<file path="src/core/dtf_pkg.sv">
// constants, field layouts and carrier types for the pll test and input change flag registers
package dtf_pkg;

   // register offsets on the device register port
   localparam logic [6:0] DTF_ADDR_PLL_TEST = 7'h03;
   localparam logic [6:0] DTF_ADDR_RSVD_TEST = 7'h04;
   localparam logic [6:0] DTF_ADDR_CHG_LOW = 7'h05;

   // pll test control field positions
   localparam int DTF_BIT_PHASE_ALARM = 7;
   localparam int DTF_BIT_FORCE_LOCK = 6;
   localparam int DTF_BIT_RESYNC = 4;
   localparam int DTF_BIT_TEST3 = 3;
   localparam int DTF_BIT_EDGE = 2;
   localparam int DTF_BIT_TEST1 = 1;
   localparam int DTF_BIT_TEST0 = 0;

   // change flag field positions
   localparam int DTF_BIT_IN2_DIFF = 5;
   localparam int DTF_BIT_IN1_DIFF = 4;
   localparam int DTF_BIT_IN2_SE = 3;
   localparam int DTF_BIT_IN1_SE = 2;

   // reset values
   localparam logic [7:0] DTF_PLL_TEST_RESET = 8'h14;
   localparam logic [7:0] DTF_CHG_LOW_RESET = 8'hff;
   // unused flag bits hold their reset pattern
   localparam logic [7:0] DTF_CHG_UNUSED = 8'hc3;
   localparam logic [7:0] DTF_ZERO = 8'h00;

   // validity of the four monitored input paths
   typedef struct packed {
      logic in2_diff;
      logic in1_diff;
      logic in2_se;
      logic in1_se;
   } dtf_valid_type;

   // register port request
   typedef struct packed {
      logic wr;
      logic rd;
      logic [6:0] addr;
      logic [7:0] wdata;
   } dtf_req_type;

   // controls handed to the main digital pll
   typedef struct packed {
      logic force_freq_phase;
      logic resync_analog;
      logic lock_edge_select;
   } dtf_ctrl_type;

endpackage : dtf_pkg

</file>
<file path="src/core/dtf_regs.sv">
// pll test control register, reserved test address and low input change flags
// How it works
// - force bit clear leaves lock choice automatic
// - force bit set forces frequency and phase lock
// - edge select zero falling, one rising
// - differential path validity changes set flags 5,4
// - single-ended path validity changes set flags 3,2
// - flags latch; write one clears, zero keeps
module dtf_regs
   import dtf_pkg::*;
(
   input wire logic ref_clk,
   input wire logic rst,
   input wire dtf_req_type req,
   input wire dtf_valid_type path_valid,
   input wire logic phase_alarm,
   output dtf_ctrl_type pll_ctrl,
   output logic [7:0] rdata,
   output logic rvalid,
   output logic [3:0] change_flags
);

   // stored part of the pll test register; bits 7 and 5 never hold state
   logic [7:0] test_reg;
   logic [7:0] test_next;

   // latched change flags, one per monitored input path
   logic [3:0] flag_reg;
   wire [3:0] flag_next;

   // validity seen at the previous edge, for transition detection
   logic [3:0] valid_prev_reg;
   logic [3:0] valid_prev_next;

   // read port holding registers; rdata keeps the last read until the next one
   logic [7:0] rdata_reg;
   logic [7:0] rdata_next;
   logic rvalid_reg;
   logic rvalid_next;

   // controls handed on to the main digital pll
   dtf_ctrl_type ctrl_reg;
   dtf_ctrl_type ctrl_next;

   // number of monitored paths, one flag each
   localparam int FLAG_N = $bits(dtf_valid_type);

   // flag reset pattern is the reset byte at positions 5 down to 2
   localparam logic [3:0] FLAG_RESET = DTF_CHG_LOW_RESET[DTF_BIT_IN2_DIFF:DTF_BIT_IN1_SE];

   // history starts all invalid, so a path valid at release flags itself
   localparam logic [3:0] VALID_RESET = DTF_ZERO[DTF_BIT_IN2_DIFF:DTF_BIT_IN1_SE];

   // pll controls reset to the fields of the register reset value, so they agree
   localparam dtf_ctrl_type CTRL_RESET = '{
      force_freq_phase: DTF_PLL_TEST_RESET[DTF_BIT_FORCE_LOCK],
      resync_analog: DTF_PLL_TEST_RESET[DTF_BIT_RESYNC],
      lock_edge_select: DTF_PLL_TEST_RESET[DTF_BIT_EDGE]
   };

   // one address decode shared by write and read paths
   function automatic logic hit(
      input logic [6:0] a,
      input logic [6:0] ref_a
   );
      hit = (a == ref_a);
   endfunction : hit

   // address selects; the test and flag selects serve both paths, the reserved select only the read path
   wire sel_test = hit(req.addr, DTF_ADDR_PLL_TEST);
   wire sel_rsvd = hit(req.addr, DTF_ADDR_RSVD_TEST);
   wire sel_chg = hit(req.addr, DTF_ADDR_CHG_LOW);

   // qualified write strobes; the reserved address gets none, so its writes vanish
   wire wr_test = req.wr && sel_test;
   wire wr_chg = req.wr && sel_chg;

   // qualified read selects
   wire rd_test = req.rd && sel_test;
   wire rd_chg = req.rd && sel_chg;
   wire rd_rsvd = req.rd && sel_rsvd;

   // write data fields of the pll test register
   wire wd_force = req.wdata[DTF_BIT_FORCE_LOCK];
   wire wd_resync = req.wdata[DTF_BIT_RESYNC];
   wire wd_test3 = req.wdata[DTF_BIT_TEST3];
   wire wd_edge = req.wdata[DTF_BIT_EDGE];
   wire wd_test1 = req.wdata[DTF_BIT_TEST1];
   wire wd_test0 = req.wdata[DTF_BIT_TEST0];

   // phase alarm is read-only and bit 5 is unused, so neither stores a write
   wire [7:0] test_wr_word = {
      1'b0,
      wd_force,
      1'b0,
      wd_resync,
      wd_test3,
      wd_edge,
      wd_test1,
      wd_test0
   };

   // the test register holds unless its own offset is written
   assign test_next = wr_test ? test_wr_word : test_reg;

   // pll sees forced lock only while set, else decides itself
   assign ctrl_next = '{
      force_freq_phase: test_next[DTF_BIT_FORCE_LOCK],
      resync_analog: test_next[DTF_BIT_RESYNC],
      lock_edge_select: test_next[DTF_BIT_EDGE]
   };

   // monitored validity as a plain vector, in2_diff down to in1_se
   wire [3:0] now_valid = path_valid;

   // clear requests as written, already in flag order
   wire [3:0] clr_field = {
      req.wdata[DTF_BIT_IN2_DIFF],
      req.wdata[DTF_BIT_IN1_DIFF],
      req.wdata[DTF_BIT_IN2_SE],
      req.wdata[DTF_BIT_IN1_SE]
   };

   // per-path transition and clear terms
   wire [3:0] chg_bit;
   wire [3:0] clr_bit;

   // all paths behave alike, so one generate body serves the four flags
   genvar g;
   generate
      for (g = 0; g < FLAG_N; g++) begin : g_flag
         // any transition, valid to invalid or back, marks a change
         assign chg_bit[g] = now_valid[g] ^ valid_prev_reg[g];
         // write one clears, write zero keeps
         assign clr_bit[g] = wr_chg && clr_field[g];
         // a change in the clearing cycle survives: set wins over clear
         assign flag_next[g] = (flag_reg[g] && !clr_bit[g]) || chg_bit[g];
      end
   endgenerate

   // history simply tracks the inputs every cycle
   assign valid_prev_next = now_valid;

   // test register view: live alarm on top, stored bits below
   wire [7:0] test_view = {phase_alarm, test_reg[DTF_BIT_FORCE_LOCK:DTF_BIT_TEST0]};

   // flags moved to positions 5..2 of the byte
   wire [7:0] flag_field = 8'(flag_reg) << DTF_BIT_IN1_SE;

   // unused flag bits keep reading their reset pattern
   wire [7:0] chg_view = DTF_CHG_UNUSED | flag_field;

   // reserved address reads zero; nothing there is ever stored
   wire [7:0] rsvd_view = DTF_ZERO;

   // built from registers, not next values: a read beside a write sees old contents
   wire [7:0] read_word = rd_test ? test_view :
                          rd_chg ? chg_view :
                          rd_rsvd ? rsvd_view : DTF_ZERO;

   // rdata only moves on a read, so software can sample it late
   assign rdata_next = req.rd ? read_word : rdata_reg;
   assign rvalid_next = req.rd;

   // test register
   always_ff @(posedge ref_clk or posedge rst) begin
      if (rst) begin
         test_reg <= DTF_PLL_TEST_RESET;
      end else begin
         test_reg <= test_next;
      end
   end

   // pll controls, registered so the pll sees clean levels
   always_ff @(posedge ref_clk or posedge rst) begin
      if (rst) begin
         ctrl_reg <= CTRL_RESET;
      end else begin
         ctrl_reg <= ctrl_next;
      end
   end

   // change flags
   always_ff @(posedge ref_clk or posedge rst) begin
      if (rst) begin
         flag_reg <= FLAG_RESET;
      end else begin
         flag_reg <= flag_next;
      end
   end

   // validity history
   always_ff @(posedge ref_clk or posedge rst) begin
      if (rst) begin
         valid_prev_reg <= VALID_RESET;
      end else begin
         valid_prev_reg <= valid_prev_next;
      end
   end

   // read data
   always_ff @(posedge ref_clk or posedge rst) begin
      if (rst) begin
         rdata_reg <= DTF_ZERO;
      end else begin
         rdata_reg <= rdata_next;
      end
   end

   // read strobe echo
   always_ff @(posedge ref_clk or posedge rst) begin
      if (rst) begin
         rvalid_reg <= 1'b0;
      end else begin
         rvalid_reg <= rvalid_next;
      end
   end

   // outputs come straight from flops
   assign pll_ctrl = ctrl_reg;
   assign rdata = rdata_reg;
   assign rvalid = rvalid_reg;
   assign change_flags = flag_reg;

endmodule : dtf_regs

</file>
<file path="config.mk">
export PLATFORM = sky130hd
export DESIGN_NAME = dtf_regs
export DESIGN_NICKNAME = d
export VERILOG_FILES = /design/src/core/dtf_pkg.sv /design/src/core/dtf_regs.sv
export SDC_FILE = /design/constraint.sdc
export NUM_CORES = 1
export LEC_CHECK = 0
export ABC_CLOCK_PERIOD_IN_PS = 1100
export BUFFER_PORTS_ARGS = -buffer_cell sky130_fd_sc_hd__buf_2
export CORE_MARGIN = 5
export CORE_UTILIZATION = 50
export CTS_BUF_LIST = sky130_fd_sc_hd__clkbuf_16
export CTS_CLUSTER_SIZE = 28
export DETAILED_ROUTE_END_ITERATION = 10
export PLACE_DENSITY_LB_ADDON = 0.08
export SLEW_MARGIN = 20
export SYNTH_ARGS = -nofsm -noshare
export SYNTH_HDL_FRONTEND = slang
export SYNTH_SLANG_ARGS = --single-unit
</file>
<file path="constraint.sdc">
create_clock -name ref_clk -period 1.1 [get_ports ref_clk]
set_input_delay 0.055 -clock ref_clk [delete_from_list [all_inputs] [get_ports ref_clk]]
set_output_delay 0.055 -clock ref_clk [all_outputs]
set_load 0.05 [all_outputs]
</file>
== Word-level counts from Yosys, hierarchy flattened ==
Cells that the tools add are included.

* Bitwise operators: 4
* Div/mod/pow operators: 0
* Eq/ne operators: 2
* Add/subtract/negate cells: 0
* Order comparisons: 0
* Reductions and logical operators: 20
* Muxes and demuxes: 3
* Shift-type cells: 0
* Multiply operators: 0

{| class="wikitable"
|+ Operators by type and width
! kind !! count
|-
| $mux W8 || 2
|-
| $logic_and A1 B1 Y1 || 12
|-
| $eq A7 B2 Y1 const B || 1
|-
| $eq A7 B3 Y1 const B || 1
|-
| $mux W7 || 1
|-
| $logic_not A1 Y1 || 4
|-
| $logic_or A1 B1 Y1 || 4
|-
| $xor A1 B1 Y1 || 4
|}

* Word-level logic and storage cells: 38
* Bits of input ports: 24
* Memories: 0
* Register bits: 26
* Bits in latches: 0
* RAM bits: 0
* Output and inout bits: 16
* Bits in read-only memories: 0

== Longest topological paths before layout ==
Gate-level depths: netlist (run 1).

* Depth in word-level cells: 6
* Gate-level depth with buffers: 4
* Depth with buffers taken out: 3

== Worst setup path before layout (run 1) ==
OpenSTA, ideal clock, no wires.

* Kind: flip-flop to flip-flop
* From: reg flag_reg[0], in the netlist change_flags[0]
* To: reg rdata_reg[2], in the netlist rdata[2]
* Stages on the path, launching flop included: 3
* Required time: 1.010 ns
* Library setup time: 0.090 ns
* Clock period less this slack: 0.963 ns
* Setup slack: 0.137 ns
* Buffers on the path: 0
* Arrival time: 0.873 ns
* Cells stage by stage: dfstp_2 > nand4_1 > o221ai_1

* Word-level cells in the longest chain between the ends: 2

{| class="wikitable"
|+ RTL lines
! item !! RTL line !! source
|-
| from (decl) || dtf_regs.sv:28 || <nowiki>logic [3:0] flag_reg;</nowiki>
|-
| from (signal assigned) || dtf_regs.sv:188 || <nowiki>flag_reg <= flag_next;</nowiki>
|-
| $mux W8 || dtf_regs.sv:158 || <nowiki>rd_chg ? chg_view :</nowiki>
|-
| $mux W8 || dtf_regs.sv:157 || <nowiki>wire [7:0] read_word = rd_test ? test_view :</nowiki>
|-
| to (signal assigned) || dtf_regs.sv:206 || <nowiki>rdata_reg <= rdata_next;</nowiki>
|-
| to (decl) || dtf_regs.sv:36 || <nowiki>logic [7:0] rdata_reg;</nowiki>
|}

Every way passes these cells.
A chain may end at the register's enable or synchronous reset.

== Worst setup path after layout (run 1) ==
* From: reg flag_reg[1], in the netlist change_flags[1]
* To: out change_flags[1]

{| class="wikitable"
|+ RTL lines
! item !! RTL line !! source
|-
| to (decl) || dtf_regs.sv:20 || <nowiki>output logic [3:0] change_flags</nowiki>
|}

No word-level cell between the ends.

==> run_results.csv, run 1 <==
group,metric,value,unit
cts,cts_tree,"done",
floorplanning,fp.dieW,54.9,µm
cts,cts_buffers,3,
detailed_routing,vias,802,
placed_design,port_buffers,38,
logic_synthesis,syn_avg_cell_area,12.5,µm²
final_layout,area_delta_synth_final,37.3,%
floorplanning,initial_core_util,0.519,
placed_design,dpl.cell_count,147,
detailed_routing,antenna_left,0,
logic_synthesis,synth_seq_cells,23,
critical_path,crit_family,"flip-flops",
timing,setup_violations,0,
floorplanning,rows,16,
timing,rsz0062_at_grt,"false",
logic_synthesis,synth_top_family_by_area,"simple AND/OR/NAND/NOR gates",
detailed_routing,first_pass_iters,4,
logic_synthesis,muxShareOfSynthArea,0.0744,
worst_hold_path,hold_path_class,"primary input to register",
timing,worstMarginPinSlew,0.283,ns
detailed_routing,route.met3.wl,147,µm
floorplanning,io_pins,40,
logic_synthesis,synthXorXnorAreaFrac,0.0347,
critical_path,crit_path_top_delay_cell,"dfstp_2",
critical_path,critPathMaxStageDelay,0.55,ns
logic_synthesis,synthFlopType,"dfrtp_1",
run_status,status,"finished clean",
logic_synthesis,yosys-top-cells-area,"dfrtp_1, dfstp_2, nand4_1",
global_route,grt_usage,0.184,
critical_path,critical_path_class,"register to primary output",
logic_synthesis,synth_edf_count,0,
placed_design,gp_congestion,0.784,
critical_path,r2r_cells,2,
logic_synthesis,synthDistinctLibCells,22,
cts,clk_latency,0.26,ns
timing,whs,0.0296,ns
critical_path,r2r-start,"change_flags[1]",
power_and_ir_drop,ir_drop,1.09,mV
timing,fin_tns_setup,0,ns
logic_synthesis,seq_area_frac_synth,0.578,
detailed_routing,drt_iter0_drc,11,
global_route,grt_pass1_wl,3.77,mm
final_layout,drive_gt1_frac,0.504,
cts,root_buffer,"clkbuf_16",
timing,clock.fmax,0.942,GHz
timing,slew_headroom,0.811,
cts,cts_setup_buffers,0,
logic_synthesis,synthesis.nets,105,
final_layout,fin_nets,154,
logic_synthesis,synth_top_area_share,0.422,
critical_path,crit_arrival,1.01,ns
critical_path,worstPathRequired,1.04,ns
timing,maxSlewViolCount,0,
final_layout,diodes,0,
timing,clock_skew,0.00114,ns
critical_path,crit_start,"change_flags[1]",
final_layout,largest_reg_flops,8,
logic_synthesis,synth-simple-area-share,0.161,
detailed_routing,drcViolationCount,0,
critical_path,worstPathCellList,"buf_4",
detailed_routing,avgRoutedWirePerCell,15.2,µm
critical_path,cp-end-kind,"primary output",
floorplanning,fp.dieH,54.9,µm
logic_synthesis,synth-adder-area-share,0,
detailed_routing,via_per_inst,5.14,
critical_path,cp_max_fo,3,
critical_path,crit_buf_inv,1,
critical_path,timing.rr.end,"rdata[3]",
floorplanning,die_area,3020,µm²
global_route,grt_max_degree,24,
logic_synthesis,syn_area,1010,µm²
final_layout,fin_cells,156,
detailed_routing,topRoutingLayerUsed,"met4",
logic_synthesis,synth_top_area_cell,"dfrtp_1",
cts,cts.sinks,23,
detailed_routing,dr_wl_met2,1.27,mm
global_route,grt_pass1_vias,833,
critical_path,path_depth,1,
power_and_ir_drop,power.density,1430,nW/µm²
timing,min_period,1.06,ns
critical_path,worstSetupStartpointType,"register",
detailed_routing,wl_met1,892,µm
timing,post-route-period-util,0.965,
global_route,gr-total-overflow,0,
flow_run,cap_viol_max_count,0,
floorplanning,core_area,1940,µm²
logic_synthesis,synth_compound_area_frac,0.0881,
cts,htreeDepth,1,
logic_synthesis,synth_cells,81,
power_and_ir_drop,leakagePower,0.657,nW
timing,finalHoldViolCount,0,
logic_synthesis,synth_commonest_cells,"dfrtp_1, nand4_1, dfstp_2",
critical_path,cp-endpoint,"change_flags[1]",
cts,path_clk_slew,0.06,ns
global_route,antenna_found_initial,0,
logic_synthesis,yosysMostFrequentCell,"dfrtp_1",
logic_synthesis,ys_warn_count,0,
placed_design,hpwlAfterDp,1.66,mm
detailed_routing,totalWireLength,2.37,mm
logic_synthesis,synthArstFlopShare,1.00,
cts,clock_path_buffers,2,
critical_path,r2r_slack,0.25,ns
metrics by stage:
| step | cell area, µm² | total power, W | utilization | setup slack (ns) |
|---|---|---|---|---|
| 6_report | 1390 | 0.00198 | 0.713 | 0.0388 |
| 5_1_grt | 1390 | 0.00206 | 0.713 | 0.0117 |
| 4_1_cts | 1390 | 0.00200 | 0.713 | 0.0404 |
| 3_5_place_dp | 1240 | 0.00119 | 0.639 | 0.00904 |
| 3_3_place_gp | 1240 | 0.00119 | 0.639 | 0.0391 |
| 2_1_floorplan | 1010 | 0.00110 | - | 0.137 |
layer usage:
| layer | up-vias | GRT usage |
|---|---|---|
| li1 | 383 | - |
| met1 | 389 | 0.212 |
| met2 | 23 | 0.305 |
| met3 | 7 | 0.0456 |
| met4 | 0 | 0.113 |
| met5 | - | 0 |
cell usage in the layout (no fill, tap or decap), drive strengths merged, types with 3 or more instances in the layout:
cell,count
a21o,4
a21oi,4
buf,45
clkbuf,3
dfrtp,17
dfstp,6
dlygate4sd3,5
inv,5
mux2,6
nand2,4
nand3,5
nand4,8
nor2,4
o221ai,3
xor2,4
how the worst min path moves through the flow:
stage | startpoint | slack (ns) | cells after the start | end
2_1_floorplan | rst | 0.05 | 1 | rdata[0]
3_3_place_gp | rst | 0.1 | 3 | valid_prev_reg[3]
3_5_place_dp | rst | 0.11 | 3 | valid_prev_reg[3]
4_1_cts | req[6] | 0.03 | 2 | test_reg[6]
5_1_grt | req[6] | 0.02 | 2 | test_reg[6]
6_report | req[6] | 0.03 | 2 | test_reg[6]
kinds of logic after synthesis:
group,Yosys count
AO/OA/AOI/OAI,13
XOR/XNOR,4
buffers and inverters,11
flip-flops,23
multiplexers,6
AND/OR/NAND/NOR,24
area by class of cell:
cell class | instances | area (µm²)
clock inverter | 1 | 5.00
inverter | 5 | 18.8
clock buffer | 3 | 75.1
multi-input combinational | 47 | 362
sequential | 23 | 583
fill | 167 | 557
tap | 27 | 33.8
timing repair buffer | 50 | 308
repair_timing:
action	4_1_cts	5_1_grt
endpoints found under the hold margin	21	0
resized for setup	6	0
hold buffers	5	0
setup endpoints to repair	6	0
worst reg2reg max path, stage by stage, from the launching register on:
cell and delay [ns]:
dfstp_2 0.55, nand4_1 0.10, o221ai_1 0.10
power by group:
| group | leakage, nW | internal (W) | switching [W] |
|---|---|---|---|
| clock network | 0.0409 | 0.000489 | 0.000300 |
| registers | 0.281 | 0.000891 | 0.0000199 |
| logic | 0.335 | 0.000109 | 0.000174 |
No activity file was read; power rests on OpenSTA's default activity.
==> run 2: changes to the inputs <==
Settings changed: ABC_AREA from default to 1, SETUP_SLACK_MARGIN from default to 0.5.
==> run_results.csv, run 2 <==
group,metric,value,unit
run_status,status,"finished with violations",
run_status,violations,"hold timing",
placed_design,hpwlAfterDp,1.58,mm
timing,clock.fmax,0.969,GHz
timing,rsz0062_at_grt,"true",
critical_path,crit_buf_inv,1,
detailed_routing,totalWireLength,4.07,mm
cts,path_clk_slew,0.06,ns
detailed_routing,first_pass_iters,4,
critical_path,worstSetupStartpointType,"register",
logic_synthesis,synthesis.nets,131,
detailed_routing,route.met3.wl,193,µm
placed_design,port_buffers,38,
power_and_ir_drop,ir_drop,0.828,mV
global_route,grt_pass1_vias,1094,
cts,hold_buffers,4,
critical_path,cp_max_fo,2,
global_route,grt_max_degree,24,
placed_design,gp_congestion,0.751,
cts,cts_tree,"done",
final_layout,fin_cells,192,
timing,finalHoldViolCount,17,
detailed_routing,via_per_inst,5.63,
floorplanning,initial_core_util,0.522,
timing,fin_tns_setup,0,ns
timing,slew_headroom,0.760,
critical_path,crit_family,"flip-flops",
detailed_routing,drcViolationCount,0,
critical_path,critical_path_class,"register to primary output",
cts,cts.sinks,23,
critical_path,r2r_slack,0.14,ns
power_and_ir_drop,leakagePower,0.941,nW
logic_synthesis,synth_top_area_cell,"dfrtp_1",
timing,whs,-0.125,ns
critical_path,worstPathRequired,1.04,ns
flow_run,cap_viol_max_count,0,
worst_hold_path,hold_path_class,"primary input to asynchronous set/reset pin",
final_layout,drive_gt1_frac,0.685,
logic_synthesis,synthFlopType,"dfrtp_1",
critical_path,r2r-start,"change_flags[0]",
final_layout,final_cell_mix,"nand3_2, buf_6, nand2_1",
cts,cts_buffers,3,
logic_synthesis,synth_top_area_share,0.420,
cts,clock_path_buffers,2,
floorplanning,io_pins,40,
logic_synthesis,synth_cells,107,
floorplanning,fp.dieH,55.0,µm
logic_synthesis,seq_area_frac_synth,0.575,
detailed_routing,drt_iter0_drc,32,
critical_path,cp-end-kind,"primary output",
power_and_ir_drop,power.density,1100,nW/µm²
logic_synthesis,syn_area,1010,µm²
timing,setup_violations,0,
logic_synthesis,syn_avg_cell_area,9.47,µm²
timing,post-route-period-util,0.939,
final_layout,largest_reg_flops,8,
floorplanning,die_area,3030,µm²
logic_synthesis,synth_edf_count,0,
cts,root_buffer,"clkbuf_16",
timing,maxSlewViolCount,0,
global_route,grt_pass1_wl,5.12,mm
detailed_routing,vias,1080,
final_layout,diodes,0,
detailed_routing,wl_met1,1.44,mm
logic_synthesis,yosysMostFrequentCell,"nand2_1",
final_layout,fin_nets,190,
floorplanning,fp.dieW,55.0,µm
critical_path,path_depth,1,
cts,htreeDepth,1,
global_route,antenna_found_initial,0,
timing,worstMarginPinSlew,0.359,ns
critical_path,critPathMaxStageDelay,0.57,ns
logic_synthesis,yosys-top-cells-area,"dfrtp_1, dfstp_2, nand2_1",
critical_path,worstPathCellList,"buf_8",
detailed_routing,dr_wl_met2,2.23,mm
detailed_routing,avgRoutedWirePerCell,21.2,µm
critical_path,r2r_cells,3,
logic_synthesis,synth_commonest_cells,"nand2_1, nand3_1, dfrtp_1",
detailed_routing,antenna_left,0,
logic_synthesis,synthArstFlopShare,1.00,
detailed_routing,topRoutingLayerUsed,"met4",
floorplanning,core_area,1940,µm²
critical_path,crit_arrival,0.98,ns
final_layout,final_common_cell,"nand3_2",
critical_path,crit_path_top_delay_cell,"dfstp_2",
final_layout,area_delta_synth_final,79.1,%
global_route,gr-total-overflow,0,
placed_design,dpl.cell_count,170,
timing,min_period,1.03,ns
critical_path,timing.rr.end,"change_flags[0]",
timing,clock_skew,0.000641,ns
logic_synthesis,synthDistinctLibCells,14,
logic_synthesis,synth_seq_cells,23,
cts,clk_latency,0.25,ns
global_route,grt_usage,0.244,
logic_synthesis,ys_warn_count,0,
floorplanning,rows,16,
[run 2: cell families after synthesis]
family / share of synthesized area
buffers and inverters: 0.0704
flip-flops: 0.575
AND/OR/NAND/NOR: 0.320
XOR/XNOR: 0.0346
[run 2: power by group]
group / total, W / internal, W / switching, W
Combinational: 0.000314 / 0.000131 / 0.000183
Sequential: 0.000908 / 0.000883 / 0.0000254
Clock: 0.000775 / 0.000485 / 0.000291
[run 2: worst max path at each step]
stage / start / endpoint / slack [ns]
floorplan: change_flags[0] / rdata[2] / 0.19
global placement: req[13] / rdata[1] / 0.13
detailed placement: req[13] / rdata[7] / 0.09
CTS: change_flags[0] / change_flags[0] / 0.09
global route: change_flags[0] / change_flags[0] / 0.05
finish: change_flags[0] / change_flags[0] / 0.07
[run 2: what timing repair did]
item,4_1_cts,5_1_grt
gates resized for setup,51,35
pin swaps,12,15
setup buffers,10,4
endpoints found under the setup margin,33,36
hold endpoints to repair,21,17
[run 2: layout make-up]
class / count / area [µm²]
tap: 27 / 33.8
timing repair buffer: 60 / 559
multi-input combinational: 73 / 534
sequential: 23 / 591
clock buffer: 3 / 75.1
fill: 58 / 126
clock inverter: 1 / 3.75
inverter: 5 / 18.8
[run 2: per-layer routing]
layer,up-vias,GRT usage
met3,23,0.0402
li1,457,-
met4,0,0.0688
met5,-,0
met1,539,0.254
met2,61,0.490
[run 2: through the flow]
| stage | setup slack, ns | hold slack (ns) | total power [W] | area, µm² | utilization |
|---|---|---|---|---|---|
| CTS | 0.0903 | -0.162 | 0.00194 | 1660 | 0.854 |
| detailed placement | 0.0871 | 0.108 | 0.00112 | 1280 | 0.660 |
| global route | 0.0490 | -0.0994 | 0.00206 | 1820 | 0.935 |
| floorplan | 0.188 | 0.0521 | 0.00106 | 1090 | - |
| global placement | 0.133 | 0.101 | 0.00112 | 1280 | 0.660 |
| finish | 0.0676 | -0.125 | 0.00200 | 1820 | 0.935 |
